### src/hdl/pin_func_pkg.sv
// Constants and types for the general-purpose pin function select block
package pin_func_pkg;

   // Register byte indices; byte address is four times the index
   localparam logic [3:0] idx_pin0_setting  = 4'h0;
   localparam logic [3:0] idx_pin1_setting  = 4'h1;
   localparam logic [3:0] idx_pin2_setting  = 4'h2;
   localparam logic [3:0] idx_pin3_setting  = 4'h3;
   localparam logic [3:0] idx_stored_base   = 4'h4;
   localparam logic [3:0] idx_usb_ctrl      = 4'h8;
   localparam logic [3:0] idx_usb_status    = 4'h9;
   localparam logic [3:0] idx_gpio_out      = 4'ha;
   localparam logic [3:0] idx_gpio_in       = 4'hb;

   // Setting byte fields
   localparam int unsigned out_level_bit = 4;
   localparam int unsigned direction_bit = 3;
   localparam int unsigned des_lsb       = 0;
   localparam logic [7:0]  setting_mask  = 8'h1f;

   // Reset values of the four setting bytes
   localparam logic [7:0] pin0_reset = 8'h12;
   localparam logic [7:0] pin1_reset = 8'h13;
   localparam logic [7:0] pin2_reset = 8'h11;
   localparam logic [7:0] pin3_reset = 8'h11;

   // Designation codes
   localparam logic [2:0] des_gpio  = 3'h0;
   localparam logic [2:0] des_dedic = 3'h1;
   localparam logic [2:0] des_alt0  = 3'h2;
   localparam logic [2:0] des_alt1  = 3'h3;
   localparam logic [2:0] des_alt2  = 3'h4;

   // usb_ctrl bits
   localparam int unsigned ctrl_resume_bit = 0;
   localparam int unsigned ctrl_config_bit = 1;

   // Timing
   localparam int unsigned clk_mhz          = 250;
   localparam int unsigned suspend_idle_us  = 3000;
   localparam int unsigned suspend_idle_cyc = suspend_idle_us * clk_mhz;
   localparam int unsigned led_pulse_us     = 5000;
   localparam int unsigned led_pulse_cyc    = led_pulse_us * clk_mhz;

   typedef enum logic [1:0] {st_boot, st_run} boot_state_t;

endpackage : pin_func_pkg

### src/hdl/led_pulse_timer.sv
// Stretches an activity strobe into an active-low LED pulse
module led_pulse_timer #(
   parameter int unsigned PULSE_CYC = pin_func_pkg::led_pulse_cyc
) (
   // Clock and reset
   input  wire logic clk_sys,
   input  wire logic rst,
   // Activity in, LED out
   input  wire logic activity,
   output logic      led_n
);
   logic [31:0] cnt_q;
   logic [31:0] cnt_d;
   logic        led_n_q;
   logic        led_n_d;

   always_comb
   begin
      cnt_d   = cnt_q;
      if (activity)
         cnt_d = 32'(PULSE_CYC);
      else if (cnt_q != 32'h0)
         cnt_d = cnt_q - 32'h1;
      led_n_d = (cnt_d == 32'h0);
   end

   always_ff @(posedge clk_sys)
   begin
      if (rst)
      begin
         cnt_q   <= 32'h0;
         led_n_q <= 1'b1;
      end
      else
      begin
         cnt_q   <= cnt_d;
         led_n_q <= led_n_d;
      end
   end

   assign led_n = led_n_q;

endmodule : led_pulse_timer

### src/hdl/gp_pin_function_select.sv
// Pin function multiplexer with USB suspend tracking and Avalon-MM registers
// How it works
// - Four setting bytes, indices zero to three
// - Bit 4 sets default driven level
// - Bit 3: one input, zero output
// - Pin zero: gpio, suspend, rx LED
// - Pin one: gpio, clock, adc, tx LED, edge
// - Pin two: gpio, configured, adc, dac
// - Pin three: gpio, two-wire LED, adc, dac
// - Enter suspend on detected suspend signalling
// - Leave suspend on resume or resets
// - Pull-up stays enabled while suspended
// - Working copy loads from stored copy at start
// - Suspend indicator low while suspended
// - Configured indicator follows configuration and suspend
// - Traffic LEDs pulse low on activity
//
// The implementer's own choice: the Avalon-MM register port.
module gp_pin_function_select #(
   parameter int unsigned IDLE_CYC  = pin_func_pkg::suspend_idle_cyc,
   parameter int unsigned PULSE_CYC = pin_func_pkg::led_pulse_cyc
) (
   // Clock and reset
   input  wire logic       clk_sys,
   input  wire logic       rst,
   // Avalon-MM slave
   input  wire logic [5:0] avs_address,
   input  wire logic       avs_read,
   input  wire logic       avs_write,
   input  wire logic [31:0] avs_writedata,
   input  wire logic [3:0] avs_byteenable,
   output logic [31:0]     avs_readdata,
   output logic            avs_waitrequest,
   // USB bus events
   input  wire logic       usb_traffic,
   input  wire logic       usb_resume,
   input  wire logic       usb_bus_reset,
   // Activity strobes and alternate sources
   input  wire logic       serial_rx_act,
   input  wire logic       serial_tx_act,
   input  wire logic       twowire_act,
   input  wire logic       clk_out_src,
   // Pins
   input  wire logic [3:0] pin_in,
   output logic [3:0]      pin_out,
   output logic [3:0]      pin_oe,
   // Analog and detector routing
   output logic [3:1]      analog_in_en,
   output logic [3:2]      analog_out_en,
   output logic            edge_detect_en,
   output logic            usb_pullup_en
);
   ////////////////////////////////////////////////////////////////////////////
   logic [7:0]  work_q [4];
   logic [7:0]  work_d [4];
   logic [7:0]  store_q [4];
   logic [7:0]  store_d [4];
   logic [3:0]  gpio_q;
   logic [3:0]  gpio_d;
   logic        susp_q;
   logic        susp_d;
   logic        cfg_q;
   logic        cfg_d;
   logic [31:0] idle_q;
   logic [31:0] idle_d;
   logic [31:0] rdata_q;
   logic [31:0] rdata_d;
   logic        ack_q;
   logic        ack_d;
   pin_func_pkg::boot_state_t boot_q;
   pin_func_pkg::boot_state_t boot_d;
   logic [3:0]  word_idx;
   logic [3:0]  led_n;

   // Reset values of a pin's setting byte
   function automatic logic [7:0] pin_reset(input int unsigned p);
      case (p)
         0:       pin_reset = pin_func_pkg::pin0_reset;
         1:       pin_reset = pin_func_pkg::pin1_reset;
         2:       pin_reset = pin_func_pkg::pin2_reset;
         default: pin_reset = pin_func_pkg::pin3_reset;
      endcase
   endfunction : pin_reset

   assign word_idx = avs_address[5:2];

   ////////////////////////////////////////////////////////////////////////////
   // Register access; one wait state so read data come from a flip-flop
   always_comb
   begin
      work_d  = work_q;
      store_d = store_q;
      gpio_d  = gpio_q;
      cfg_d   = cfg_q;
      rdata_d = rdata_q;
      // Bus reset drops configured; a software set in the same cycle wins
      if (usb_bus_reset)
         cfg_d = 1'b0;
      boot_d  = boot_q;
      ack_d   = 1'b0;
      if (boot_q == pin_func_pkg::st_boot)
      begin
         work_d = store_q;
         for (int p = 0; p < 4; p++)
            gpio_d[p] = store_q[p][pin_func_pkg::out_level_bit];
         boot_d = pin_func_pkg::st_run;
      end
      else if (avs_read || avs_write)
      begin
         ack_d = !ack_q;
         // Write lands at the edge that completes the transfer
         if (avs_write && ack_q && avs_byteenable[0])
         begin
            if (word_idx < pin_func_pkg::idx_stored_base)
            begin
               // Upper bits held at zero whatever is written
               work_d[word_idx[1:0]] = avs_writedata[7:0] & pin_func_pkg::setting_mask;
               gpio_d[word_idx[1:0]] = avs_writedata[pin_func_pkg::out_level_bit];
            end
            else if (word_idx < pin_func_pkg::idx_usb_ctrl)
               store_d[word_idx[1:0]] = avs_writedata[7:0] & pin_func_pkg::setting_mask;
            else if (word_idx == pin_func_pkg::idx_usb_ctrl)
            begin
               if (avs_writedata[pin_func_pkg::ctrl_config_bit])
                  cfg_d = 1'b1;
            end
            else if (word_idx == pin_func_pkg::idx_gpio_out)
               gpio_d = avs_writedata[3:0];
         end
         if (avs_read && !ack_q)
         begin
            if (word_idx < pin_func_pkg::idx_stored_base)
               rdata_d = {24'h0, work_q[word_idx[1:0]]};
            else if (word_idx < pin_func_pkg::idx_usb_ctrl)
               rdata_d = {24'h0, store_q[word_idx[1:0]]};
            else if (word_idx == pin_func_pkg::idx_usb_status)
               rdata_d = {30'h0, cfg_q, susp_q};
            else if (word_idx == pin_func_pkg::idx_gpio_out)
               rdata_d = {28'h0, gpio_q};
            else if (word_idx == pin_func_pkg::idx_gpio_in)
               rdata_d = {28'h0, pin_in};
            else
               rdata_d = 32'h0;
         end
      end
   end

   always_ff @(posedge clk_sys)
   begin
      if (rst)
      begin
         for (int p = 0; p < 4; p++)
         begin
            work_q[p]  <= pin_reset(p);
            store_q[p] <= pin_reset(p);
         end
         gpio_q  <= 4'hf;
         cfg_q   <= 1'b0;
         rdata_q <= 32'h0;
         ack_q   <= 1'b0;
         boot_q  <= pin_func_pkg::st_boot;
      end
      else
      begin
         work_q  <= work_d;
         store_q <= store_d;
         gpio_q  <= gpio_d;
         cfg_q   <= cfg_d;
         rdata_q <= rdata_d;
         ack_q   <= ack_d;
         boot_q  <= boot_d;
      end
   end

   assign avs_waitrequest = (avs_read || avs_write) && !ack_q;
   assign avs_readdata    = rdata_q;

   ////////////////////////////////////////////////////////////////////////////
   // Suspend tracking from bus idle time
   always_comb
   begin
      idle_d = idle_q;
      susp_d = susp_q;
      if (usb_traffic || usb_resume || usb_bus_reset)
      begin
         idle_d = 32'h0;
         susp_d = 1'b0;
      end
      else if (idle_q < 32'(IDLE_CYC))
         idle_d = idle_q + 32'h1;
      else
         susp_d = 1'b1;
   end

   always_ff @(posedge clk_sys)
   begin
      if (rst)
      begin
         idle_q <= 32'h0;
         susp_q <= 1'b0;
      end
      else
      begin
         idle_q <= idle_d;
         susp_q <= susp_d;
      end
   end

   // Pull-up never drops in suspend, else the host sees a detach
   assign usb_pullup_en = 1'b1;

   ////////////////////////////////////////////////////////////////////////////
   // Activity LEDs, one timer per traffic source
   led_pulse_timer #(.PULSE_CYC(PULSE_CYC)) u_led_rx (
      .clk_sys  (clk_sys),
      .rst      (rst),
      .activity (serial_rx_act),
      .led_n    (led_n[0])
   );
   led_pulse_timer #(.PULSE_CYC(PULSE_CYC)) u_led_tx (
      .clk_sys  (clk_sys),
      .rst      (rst),
      .activity (serial_tx_act),
      .led_n    (led_n[1])
   );
   led_pulse_timer #(.PULSE_CYC(PULSE_CYC)) u_led_tw (
      .clk_sys  (clk_sys),
      .rst      (rst),
      .activity (twowire_act),
      .led_n    (led_n[3])
   );
   assign led_n[2] = 1'b1;

   ////////////////////////////////////////////////////////////////////////////
   // Pin multiplexer
   always_comb
   begin
      logic [2:0] des [4];
      for (int p = 0; p < 4; p++)
         des[p] = work_q[p][2:0];
      pin_out        = 4'h0;
      pin_oe         = 4'h0;
      analog_in_en   = 3'h0;
      analog_out_en  = 2'h0;
      edge_detect_en = 1'b0;
      for (int p = 0; p < 4; p++)
      begin
         // Direction bit ignored unless designated gpio
         if (des[p] == pin_func_pkg::des_gpio && !work_q[p][pin_func_pkg::direction_bit])
         begin
            pin_out[p] = gpio_q[p];
            pin_oe[p]  = 1'b1;
         end
      end
      case (des[0])
         pin_func_pkg::des_dedic:
         begin
            pin_out[0] = !susp_q;
            pin_oe[0]  = 1'b1;
         end
         pin_func_pkg::des_alt0:
         begin
            pin_out[0] = led_n[0];
            pin_oe[0]  = 1'b1;
         end
         default: ;
      endcase
      case (des[1])
         pin_func_pkg::des_dedic:
         begin
            pin_out[1] = clk_out_src;
            pin_oe[1]  = 1'b1;
         end
         pin_func_pkg::des_alt0: analog_in_en[1] = 1'b1;
         pin_func_pkg::des_alt1:
         begin
            pin_out[1] = led_n[1];
            pin_oe[1]  = 1'b1;
         end
         pin_func_pkg::des_alt2: edge_detect_en = 1'b1;
         default: ;
      endcase
      case (des[2])
         pin_func_pkg::des_dedic:
         begin
            pin_out[2] = cfg_q && !susp_q;
            pin_oe[2]  = 1'b1;
         end
         pin_func_pkg::des_alt0: analog_in_en[2] = 1'b1;
         pin_func_pkg::des_alt1: analog_out_en[2] = 1'b1;
         default: ;
      endcase
      case (des[3])
         pin_func_pkg::des_dedic:
         begin
            pin_out[3] = led_n[3];
            pin_oe[3]  = 1'b1;
         end
         pin_func_pkg::des_alt0: analog_in_en[3] = 1'b1;
         pin_func_pkg::des_alt1: analog_out_en[3] = 1'b1;
         default: ;
      endcase
   end

endmodule : gp_pin_function_select

### config.mk
export PLATFORM = sky130hd
export DESIGN_NAME = gp_pin_function_select
export DESIGN_NICKNAME = d
export VERILOG_FILES = /design/src/hdl/pin_func_pkg.sv /design/src/hdl/led_pulse_timer.sv /design/src/hdl/gp_pin_function_select.sv
export SDC_FILE = /design/constraint.sdc
export NUM_CORES = 1
export LEC_CHECK = 0
export BUFFER_PORTS_ARGS = -buffer_cell sky130_fd_sc_hd__buf_4
export CORE_MARGIN = 4
export CORE_UTILIZATION = 50
export DETAILED_ROUTE_END_ITERATION = 16
export GPL_TIMING_DRIVEN = 0
export PLACE_DENSITY_LB_ADDON = 0.3
export SLEW_MARGIN = 20
export SYNTH_ARGS = -nofsm -noshare
export SYNTH_HDL_FRONTEND = slang
export SYNTH_SLANG_ARGS = --single-unit
### constraint.sdc
create_clock -name clk_sys -period 7.4 [get_ports clk_sys]
set_clock_uncertainty 0.05 [all_clocks]
set_input_delay 0.37 -clock clk_sys [delete_from_list [all_inputs] [get_ports clk_sys]]
set_output_delay 0.37 -clock clk_sys [all_outputs]
set_load 0.02 [all_outputs]
# Word-level counts from Yosys, hierarchy flattened
# Cells that the tools add are included.
# W data, S select, Z words.
# word_totals
register_bits	235
input_bits	57
wordCells	162
# op_classes
n_addsub	4
magnitude_cmp	7
eq_ne	18
muxes	65
n_bitwise	4
reduce_logical	43
# op_table
operator	n
$mux W32	10
$logic_not A32 Y1	3
$reduce_bool A32 Y1	3
$sub A32 B1 Y32 const B	3
$bwmux W32	2
$mux W8	7
$mux W4	10
$add A32 B1 Y32 const B	1
$bmux W8 S2	2
$lt A32 B20 Y1 const B	1
$mux W1	29
$eq A3 B2 Y1 const B	7
$demux W8 S2	1
$eq A4 B4 Y1 const B	4
$eq A3 B1 Y1 const B	4
$logic_not A3 Y1	4
$logic_and A1 B1 Y1	11
$reduce_and A5 Y1	2
$logic_not A1 Y1	6
$ne A3 B2 Y1 const B	2
$reduce_and A3 Y1	2
$reduce_bool A2 Y1	3
$reduce_or A2 Y1	3
$bwmux W4	1
15 further kinds	20

# Depth between registers and ports, before layout
# Gate-level depths: netlist (run 1).
# logic_depth
word_depth	10
mapped_depth	11
depth_no_buf	10

# Hierarchy
# Synthesis (run 1) repeated with hierarchy kept, for this count alone.
# hier_totals
hier_cells	1149
hier_area_um2	9929.5
# modules_own_cells
mod	instances	cells_per_inst	area_per_inst_um2
gp_pin_function_select	1	509	4445.5
led_pulse_timer (u_led_rx ...)	2	211	1839.3
led_pulse_timer (u_led_tx)	1	218	1805.5

# Least setup slack after synthesis (run 1)
# OpenSTA, ideal clock, no wires.
# synth_path
path_type	flip-flop to flip-flop
start	register u_led_rx.cnt_q[15]
end	register u_led_rx.led_n_q (netlist: u_led_rx.led_n)
setup_ns	0.059
arrival_time_ns	2.621
t_required_ns	7.291
slack_ns	4.670
path_stages_with_launch	9
path_buffers	0
synth_period_minus_slack_ns	2.730
path_cell_list	dfxtp_1 -> or4_4 -> nor4_4 -> nand4_2 -> a2111oi_2 -> a21oi_1 -> or4_4 -> nor4_2 -> a31o_1
# synth_between
elab_chain_cells	4
# synth_lines
item	line_no	text
start, declared	led_pulse_timer.sv:12	logic [31:0] cnt_q;
start signal, assigned	led_pulse_timer.sv:36	cnt_q <= cnt_d;
$sub A32 B1 Y32 / $reduce_bool A32 Y1 (equally long branches)	led_pulse_timer.sv:23, led_pulse_timer.sv:22	
$mux W32 (*)	led_pulse_timer.sv:22	else if (cnt_q != 32'h0)
$mux W32 (*)	led_pulse_timer.sv:20	if (activity)
$logic_not A32 Y1 (*)	led_pulse_timer.sv:24	led_n_d = (cnt_d == 32'h0);
end signal, assigned	led_pulse_timer.sv:37	led_n_q <= led_n_d;
end, declared	led_pulse_timer.sv:14	logic led_n_q;
# Mark *: on every way between the ends. The rest lies on a longest branch, timed or not.
# A chain may end at the register's enable or synchronous reset.

# Final worst setup path (run 1)
# layout_path
start	register u_led_tx.cnt_q[20]
end	register u_led_tx.led_n_q (netlist: u_led_tx.led_n)
# layout_between
elab_chain_cells	4
# layout_lines
item	line_no
start, declared	led_pulse_timer.sv:12
start signal, assigned	led_pulse_timer.sv:36
$sub A32 B1 Y32 / $reduce_bool A32 Y1 (equally long branches)	led_pulse_timer.sv:23, led_pulse_timer.sv:22
$mux W32 (*)	led_pulse_timer.sv:22
$mux W32 (*)	led_pulse_timer.sv:20
$logic_not A32 Y1 (*)	led_pulse_timer.sv:24
end signal, assigned	led_pulse_timer.sv:37
end, declared	led_pulse_timer.sv:14
# Marked as above.

==> results.yml, run 1 <==
setup_path:
  path_cells: "nor4_1, nand4b_1, nor4_4, buf_4, nor2_1, nor4_1, nand4_1, o41ai_2"
  critical_path_required_ns: 7.69
  max_stage_delay_ns: 0.56
  end_kind: "flop"
  crit_fanout: 10
  startpoint_type: "flop"
  path_common_cell: "nor4_1"
  startpoint: "u_led_tx.cnt_q[20]"
  critical-path-slowest-cell: "nor4_1"
  crit_arrival_ns: 3.51
  critPathKind: "flop to flop"
  timing.rr.start: "u_led_tx.cnt_q[20]"
timing:
  rsz0062_at_grt: "false"
  fmax_mhz: 310
  final.setup.tns_ns: 0
  worstMarginPinSlew_ns: 0.807
  slew_violations: 0
  fin_crit_ns: 3.22
  worst_slack_ns: 4.18
  hold_viol: 0
  maxSlewHeadroom_pct: 45.7
  period_share_pct: 43.5
  setup_violations: 0
cts:
  clock_latency_ns: 0.44
  ctsResizeCount: 0
  cts_tree: "built"
  cts-root-buf: "clkbuf_16"
  clockBufferDepth: 2
  clk_pin_slew_ns: 0.07
  postCtsSetupRepairBufs: 0
  cts-buffers-inserted: 17
  cts.htree.levels: 4
  holdBufCountCts: 0
  clock_sinks: 185
die:
  die_y_um: 147
  fp.coreArea_mm2: 0.0189
  start_util_pct: 51.4
  fp.dieArea_mm2: 0.0217
  io_pins: 105
  row_count: 50
  fp.dieW_um: 147
pwr:
  p_leak_uw: 0.00434
  finalPower_uw: 2390
  peakVddDrop_v: 0.000165
  cellPowerDensity_mw_per_mm2: 217
routing:
  final_antenna_net_count: 0
  dr.pass1.iters: 5
  dr.first_iter.drc_count: 725
  wire_per_inst_um: 16.3
  post-route-drc-count: 0
  drt_wl_total_mm: 24.9
  vias: 8648
  vias_per_cell: 5.67
yosys:
  async_flop_share_pct: 0
  synth_flop_cell: "dfxtp_1"
  yosysUniqueCellTypes: 79
  synth_seq_cells: 185
  netlist_area_mm2: 0.00971
  yosysSeqAreaShare_pct: 38.1
  avgSynthCellArea_um2: 8.34
  synth_edf_count: 0
  ys_warn_count: 0
  syn-instance-count: 1164
global_routing:
  grt_start_max_net_pins: 19
  grt_first_pass_wirelength_mm: 40.0
  antenna_found_initial: 0
  grt_overflow: 0
  grt_pass1_vias: 7767
  globalRouteTotalUtil_pct: 22.6
layout:
  antenna_cells: 0
  final_util_pct: 58.5
  stdcell_area_mm2: 0.0111
  syn_to_final_growth_pct: 13.8
  final_common_cell: "nor2_1"
  mostFrequentLayoutCells: "nor2_1 (204), dfxtp_1 (185), nand2_1 (82)"
  layout.nets: 1316
  drive_above_1_share_pct: 12.6
worst_hold_path:
  hold_start: "avs_writedata[0]"
  worstHoldPathType: "input port to flop"
place:
  dpl_worst_slack_ns: 4.25
  place.gp.congestion: 0.957
  dpl-instance-area_mm2: 0.0105
  port_buffers: 46
  dpl.hpwl_mm: 18.4
run:
  maxCapViolations: 0
run_status:
  status: "finished, final reports clean"
## logic make-up after synthesis
| group | count (synthesis) | synth area share [%] |
|---|---|---|
| muxes | 46 | 6.07 |
| DFF | 185 | 38.1 |
| other | 2 | 0.0773 |
| xor gates and xnor gates | 90 | 8.12 |
| adders and majority gates | 7 | 0.902 |
| and+or+nand+nor | 555 | 29.5 |
| buffers and inverters | 105 | 5.35 |
| AOI/OAI and AO/OA | 174 | 11.9 |
## area by class of cell
type | instances | area [µm²]
clock buffers | 17 | 425
well taps | 260 | 325
clock inverters | 15 | 155
repair buffers | 46 | 345
inverters | 28 | 105
flip-flops and latches | 185 | 3700
plain buffers | 77 | 414
fillers | 1752 | 7840
multi-input cells | 897 | 5580
## registers in the layout, indices dropped and copies added, names as in the netlist
| register | cells |
|---|---|
| cfg_q | 1 |
| work_q | 20 |
| u_led_tx.led_n | 1 |
| ack_q | 1 |
| u_led_rx.cnt_q | 32 |
| u_led_tw.led_n | 1 |
| store_q | 20 |
| boot_q | 1 |
| idle_q | 32 |
| u_led_rx.led_n | 1 |
| avs_readdata | 6 |
| gpio_q | 4 |
| u_led_tw.cnt_q | 32 |
| susp_q | 1 |
| u_led_tx.cnt_q | 32 |
## worst paths after layout
check / depth (start not counted) / to / slack (ns)
setup / recovery: 8 / u_led_tx.led_n / 4.18
hold / removal: 3 / store_q[0] / 0.18
setup reg to reg: 8 / u_led_tx.led_n / 4.18
hold reg to reg: 1 / idle_q[21] / 0.42
## cells in the mapped netlist (12+ instances only)
library cell,number,area (µm²)
nor2_1,204,766
dfxtp_1,185,3700
nand2_1,82,308
a21oi_1,49,245
xor2_1,46,403
clkbuf_1,44,165
xnor2_1,44,385
nand3_1,43,215
nor3_1,41,205
mux2i_1,33,330
buf_4,28,210
inv_1,27,101
nor4_1,27,169
o21ai_0,24,120
a211oi_1,19,143
and2_1,19,119
nand4_1,18,113
nor3b_1,16,120
o211ai_1,15,113
o22ai_1,15,93.8
and3_1,14,87.6
nand2b_1,13,81.3
or3_1,12,75.1
## power breakdown
group	total, µW	leakage, µW	switching, µW	internal, µW
registers	1080	0.00151	45.8	1030
logic	409	0.00254	248	161
clock network	907	0.000285	429	478
## metrics by stage
stage | hold slack, ns | instances
global placement | 0.393 | 1493
detailed placement | 0.398 | 1493
CTS | 0.173 | 1525
finish | 0.179 | 1525
global route | 0.194 | 1525
floorplan | 0.380 | 1187
## metal layers
layer  global-route usage [%]  up-vias  share of wire [%]
li1                         -     4260                  -
met1                     31.3     4070                 46
met2                     36.1      283                 46
met3                     4.11       35                5.8
met4                     6.94        0                1.9
met5                        0        -                  0
## worst max-delay path, delay by kind of cell (launching register included)
| family | cells | cell delay [ns] |
|---|---|---|
| AND/OR/NAND/NOR | 6 | 2.16 |
| flip-flops | 1 | 0.38 |
| AO/OA/AOI/OAI | 1 | 0.29 |
| buffers and inverters | 1 | 0.25 |
Note: power is estimated with default switching activity, not from simulation.
==> run 2: changes to the inputs <==
- clock period: 7.4 -> 3 ns (I/O delays scaled with it)
==> results.yml, run 2 (synthesized netlist as in run 1, its figures left out) <==
run_status:
  status: "finished with violations"
  violations: "negative hold slack"
place:
  place.gp.congestion: 0.957
  dpl.hpwl_mm: 18.4
  dpl_worst_slack_ns: -0.148
  port_buffers: 46
  dpl-instance-area_mm2: 0.0105
cts:
  cts-buffers-inserted: 17
  cts.htree.levels: 4
  clockBufferDepth: 2
  cts-root-buf: "clkbuf_16"
  clock_latency_ns: 0.44
  cts_tree: "built"
  clock_sinks: 185
  clk_pin_slew_ns: 0.07
setup_path:
  max_stage_delay_ns: 0.59
  r2r_slack_ns: 0.1
  cp_top_family: "simple AND/OR/NAND/NOR gates"
  timing.rr.start: "u_led_tx.cnt_q[0]"
  path_common_cell: "nand4_1"
  crit_fanout: 4
  crit_arrival_ns: 3.19
  startpoint_type: "flop"
  critical-path-slowest-cell: "or4b_2"
  cp.buffers_inverters: 1
  critPathKind: "flop to flop"
  end_kind: "flop"
  timing.rr.end: "u_led_tx.led_n"
  path_cells: "inv_1, ha_1, or4b_2, nor4_1, nand4_1, nor2_4, mux2i_1, nor4_4, nand4_1, o41ai_2"
  reg2reg_depth: 10
  critical_path_required_ns: 3.29
routing:
  dr.first_iter.drc_count: 830
  vias: 8812
  wire_per_inst_um: 16.6
  drt_wl_total_mm: 25.5
  post-route-drc-count: 0
  final_antenna_net_count: 0
  dr.pass1.iters: 6
  vias_per_cell: 5.73
layout:
  final_common_cell: "nor2_1"
  layout.nets: 1329
  syn_to_final_growth_pct: 17.0
  stdcell_area_mm2: 0.0114
  final_util_pct: 60.2
  antenna_cells: 0
  fillers: 1711
  mostFrequentLayoutCells: "nor2_1 (200), dfxtp_1 (182), buf_4 (83)"
  drive_above_1_share_pct: 15.3
die:
  io_pins: 105
  fp.dieW_um: 147
  die_y_um: 147
  fp.coreArea_mm2: 0.0189
  row_count: 50
  fp.dieArea_mm2: 0.0217
  start_util_pct: 51.4
global_routing:
  globalRouteTotalUtil_pct: 22.8
  grt_first_pass_wirelength_mm: 40.5
  grt_start_max_net_pins: 19
  grt_pass1_vias: 7855
  grt_overflow: 0
  antenna_found_initial: 0
pwr:
  cellPowerDensity_mw_per_mm2: 528
  peakVddDrop_v: 0.000408
  p_leak_uw: 0.00444
timing:
  slew_violations: 0
  setup_violations: 0
  hold_ws_ns: -0.00513
  hold_viol: 1
  fin_crit_ns: 2.90
  maxSlewHeadroom_pct: 45.7
  worst_slack_ns: 0.0983
  final.setup.tns_ns: 0
  worstMarginPinSlew_ns: 0.807
  fmax_mhz: 345
  period_share_pct: 96.7
run:
  maxCapViolations: 0
worst_hold_path:
  holdPathStages: 3
  hold_path_end: "ack_q"
  worstHoldPathType: "input port to flop"
  hold_start: "avs_read"
## run 2: cell count changes in the layout (fill, tap and decap cells not counted), sizes merged
cell / previous run / this run
buf: 77 / 87
dlygate4sd3: 0 / 5
clkbuf: 63 / 61
## run 2: area by class of cell
class / instances / area, µm² / share of cell area (%)
Clock buffer: 17 / 425 / 3.74
Buffer: 76 / 419 / 3.69
Inverter: 28 / 105 / 0.925
Clock inverter: 15 / 155 / 1.36
Sequential cell: 185 / 3710 / 32.6
Tap cell: 260 / 325 / 2.86
Multi-Input combinational cell: 897 / 5770 / 50.7
Timing Repair Buffer: 60 / 463 / 4.07
## run 2: timing repair
item                                    CTS  global route
endpoints found under the hold margin    14             0
pin swaps                                 3            14
resized for setup                        11            34
setup buffers                             1             8
hold buffers                              5             0
endpoints found under the setup margin    4             5
## run 2: per-layer routing
layer	GRT usage (%)	wire, µm
met4	7.18	523
met1	31.4	11400
met5	0	0
met3	4.17	1650
met2	36.8	11900
## run 2: worst max-delay path by stage
stage                       start  slack (ns)        endpoint  cells past startpoint
2_1_floorplan  u_led_rx.cnt_q[15]        0.27  u_led_rx.led_n                      8
3_3_place_gp   u_led_tw.cnt_q[26]       -0.13  u_led_tw.led_n                      9
3_5_place_dp   u_led_tx.cnt_q[20]       -0.15  u_led_tx.led_n                      8
4_1_cts        u_led_rx.cnt_q[15]       -0.01  u_led_rx.led_n                      8
5_1_grt         u_led_tw.cnt_q[0]       -0.03  u_led_tw.led_n                     10
6_report        u_led_tx.cnt_q[0]         0.1  u_led_tx.led_n                     10
## run 2: per-stage QoR
stage          cells  total power, µW
4_1_cts         1531             5950
6_report        1538             6000
3_3_place_gp    1493             3690
5_1_grt         1538             6250
3_5_place_dp    1493             3700
2_1_floorplan   1187             3430
## run 2: power by group
part           internal, µW  leakage [µW]  total, µW  switching, µW
combinational           443       0.00265       1090            650
clock                  1180      0.000285       2240           1060
sequential             2550       0.00151       2670            120
total                  4170       0.00444       6000           1830
## run 2: worst min-delay path: stages
cell and delay, ns:
buf_4 0.09, nor2_1 0.04, nor3_1 0.15
==> run 3: changes to the inputs <==
- ABC_AREA: not set -> 1
==> results.yml, run 3 <==
routing:
  wire_per_inst_um: 14.7
  vias: 11500
  final_antenna_net_count: 0
  vias_per_cell: 5.44
  dr.first_iter.drc_count: 1073
  drt_wl_total_mm: 31.3
  post-route-drc-count: 0
  dr.pass1.iters: 7
setup_path:
  timing.rr.end: "u_led_tw.led_n"
  path_common_cell: "nand2_1"
  path_cells: "inv_1, ha_1, nand2_1, nor2_2, nand2_1, o21ai_0, nand2_1, nand3_1, nand2_1, nor2_1, nand2_1, nor2_1, nand2_1, nand2_1"
  cp_top_family: "simple AND/OR/NAND/NOR gates"
  crit_fanout: 7
  critical_path_required_ns: 3.34
  reg2reg_depth: 14
  critical-path-slowest-cell: "ha_1"
  timing.rr.start: "u_led_tw.cnt_q[0]"
  max_stage_delay_ns: 0.33
  cp.buffers_inverters: 1
  end_kind: "flop"
  r2r_slack_ns: 0.55
  crit_arrival_ns: 2.79
  critPathKind: "flop to flop"
  startpoint_type: "flop"
yosys:
  synth_edf_count: 0
  synth.most_common_cell: "nand2_1"
  yosysSeqAreaShare_pct: 34.1
  synth_mux_area_share_pct: 0
  synth_compound_area_share_pct: 11.6
  avgSynthCellArea_um2: 6.28
  synth_seq_cells: 185
  synth_top_family_by_area: "simple AND/OR/NAND/NOR gates"
  syn-instance-count: 1732
  yosysUniqueCellTypes: 49
  ys_warn_count: 0
  synth.area.top_cells: "dfxtp_1 (34%), nand2_1 (14%), nor2_1 (12%)"
  yosysTopAreaCell: "dfxtp_1"
  synthSimpleGateAreaFrac_pct: 39.2
  netlist_area_mm2: 0.0109
  synthXorXnorAreaFrac_pct: 3.54
  async_flop_share_pct: 0
  synthTopCellsByCount: "nand2_1 (409), nor2_1 (334), dfxtp_1 (185)"
  synth_flop_cell: "dfxtp_1"
  synth_top_area_share_pct: 34.1
  synth_adder_area_share_pct: 0.805
cts:
  postCtsSetupRepairBufs: 0
  holdBufCountCts: 12
  clock_sinks: 185
  cts-buffers-inserted: 17
  cts.htree.levels: 4
  clock_latency_ns: 0.45
  cts-root-buf: "clkbuf_16"
  cts_tree: "built"
  clockBufferDepth: 2
  clk_pin_slew_ns: 0.07
  ctsResizeCount: 0
layout:
  fillers: 2151
  layout.nets: 1897
  mostFrequentLayoutCells: "nand2_1 (409), nor2_1 (334), dfxtp_1 (185)"
  seqCellArea_mm2: 0.00370
  syn_to_final_growth_pct: 13.9
  antenna_cells: 0
  stdcell_area_mm2: 0.0124
  final_util_pct: 58.4
  multi_input_area_mm2: 0.00609
  final_common_cell: "nand2_1"
  drive_above_1_share_pct: 8.56
die:
  fp.coreArea_mm2: 0.0212
  start_util_pct: 51.2
  fp.dieArea_mm2: 0.0242
  io_pins: 105
  die_y_um: 155
  fp.dieW_um: 155
  row_count: 53
pwr:
  peakVddDrop_v: 0.000309
  pwr-share-comb_pct: 21.3
  p_sw_share_pct: 32.5
  p_sw_uw: 2050
  p_clk_share_pct: 36.9
  cellPowerDensity_mw_per_mm2: 511
  finalPower_uw: 6320
  seqPwrFrac_pct: 41.8
  p_int_uw: 4270
  p_leak_uw: 0.00584
global_routing:
  grt_first_pass_wirelength_mm: 50.9
  grt_start_max_net_pins: 18
  grt_overflow: 0
  antenna_found_initial: 0
  grt_pass1_vias: 10600
  globalRouteTotalUtil_pct: 25.6
timing:
  final.setup.tns_ns: 0
  fmax_mhz: 408
  worstMarginPinSlew_ns: 0.728
  period_share_pct: 81.7
  slew_violations: 0
  fin_crit_ns: 2.45
  setup_violations: 0
  rsz0062_at_grt: "false"
  maxSlewHeadroom_pct: 51.0
  hold_viol: 0
  worst_slack_ns: 0.548
run_status:
  status: "finished, final reports clean"
place:
  dpl_worst_slack_ns: 0.564
  port_buffers: 47
  place.gp.congestion: 1.01
  dpl.hpwl_mm: 23.5
  dpl-instance-area_mm2: 0.0117
worst_hold_path:
  holdPathStages: 3
  worstHoldPathType: "input port to flop"
  hold_start: "avs_writedata[4]"
  hold_path_end: "store_q[4]"
run:
  maxCapViolations: 0
==> run 3: cell count changes in the layout (fill, tap and decap cells not counted), sizes merged, moves of 24 or more <==
cell and change:
a21oi +32, inv +166, mux2i -33, nand2 +331
nand3 +100, nor2 +139, nor4 -30, o21ai +59
xor2 -24
==> run 3: cells by family after synthesis <==
logic type | Yosys count
flip-flops | 185
AND/OR/NAND/NOR | 1001
AO/OA/AOI/OAI | 221
other | 2
XOR/XNOR | 44
adder cells (fa/ha/maj) | 7
buffers and inverters | 272
==> run 3: area by class of cell <==
type	count	area share, %
Buffer	72	3.33
Clock buffer	20	3.61
Clock inverter	12	1.27
Inverter	200	6.06
Multi-Input combinational cell	1298	49.2
Sequential cell	185	29.9
Tap cell	275	2.78
Timing Repair Buffer	59	3.82
==> run 3: metrics by stage <==
step / instances / hold WS (ns)
after floorplan: 1755 / 0.176
after global placement: 2077 / 0.328
after detailed placement: 2077 / 0.331
after CTS: 2121 / 0.0251
after global routing: 2121 / 0.0333
final: 2121 / 0.0361
==> run 3: worst max-delay path by stage <==
| stage | slack [ns] | to | startpoint | cells past startpoint |
|---|---|---|---|---|
| final | 0.55 | u_led_tw.led_n | u_led_tw.cnt_q[0] | 14 |
| after global routing | 0.25 | u_led_tw.led_n | u_led_tw.cnt_q[0] | 14 |
| after CTS | 0.55 | u_led_tw.led_n | u_led_tw.cnt_q[0] | 14 |
| after detailed placement | 0.56 | u_led_tw.led_n | u_led_tw.cnt_q[0] | 14 |
| after global placement | 0.62 | u_led_tw.led_n | u_led_tw.cnt_q[0] | 14 |
| after floorplan | 1.12 | u_led_tw.led_n | u_led_tw.cnt_q[0] | 15 |
==> run 3: worst min-delay path: cells and delay by family <==
kind,cells,cell delay (ns)
buffers and inverters,1,0.13
AO/OA/AOI/OAI,1,0.10
AND/OR/NAND/NOR,1,0.09
==> run 3: metal layers <==
| layer | GRT usage [%] | up-vias | routed length [µm] |
|---|---|---|---|
| li1 | - | 5779 | - |
| met1 | 35.2 | 5207 | 14000 |
| met2 | 40.3 | 459 | 13900 |
| met3 | 3.73 | 89 | 2440 |
| met4 | 10.3 | 0 | 1010 |
| met5 | 0 | - | 0 |
==> run 3: power groups by stage <==
stage | clock, µW | sequential, µW | combinational, µW
3_5_place_dp | 0 | 2690 | 1300
4_1_cts | 2360 | 2640 | 1320
6_report | 2330 | 2640 | 1340
3_3_place_gp | 0 | 2690 | 1280
5_1_grt | 2440 | 2650 | 1500
2_1_floorplan | 0 | 2680 | 961
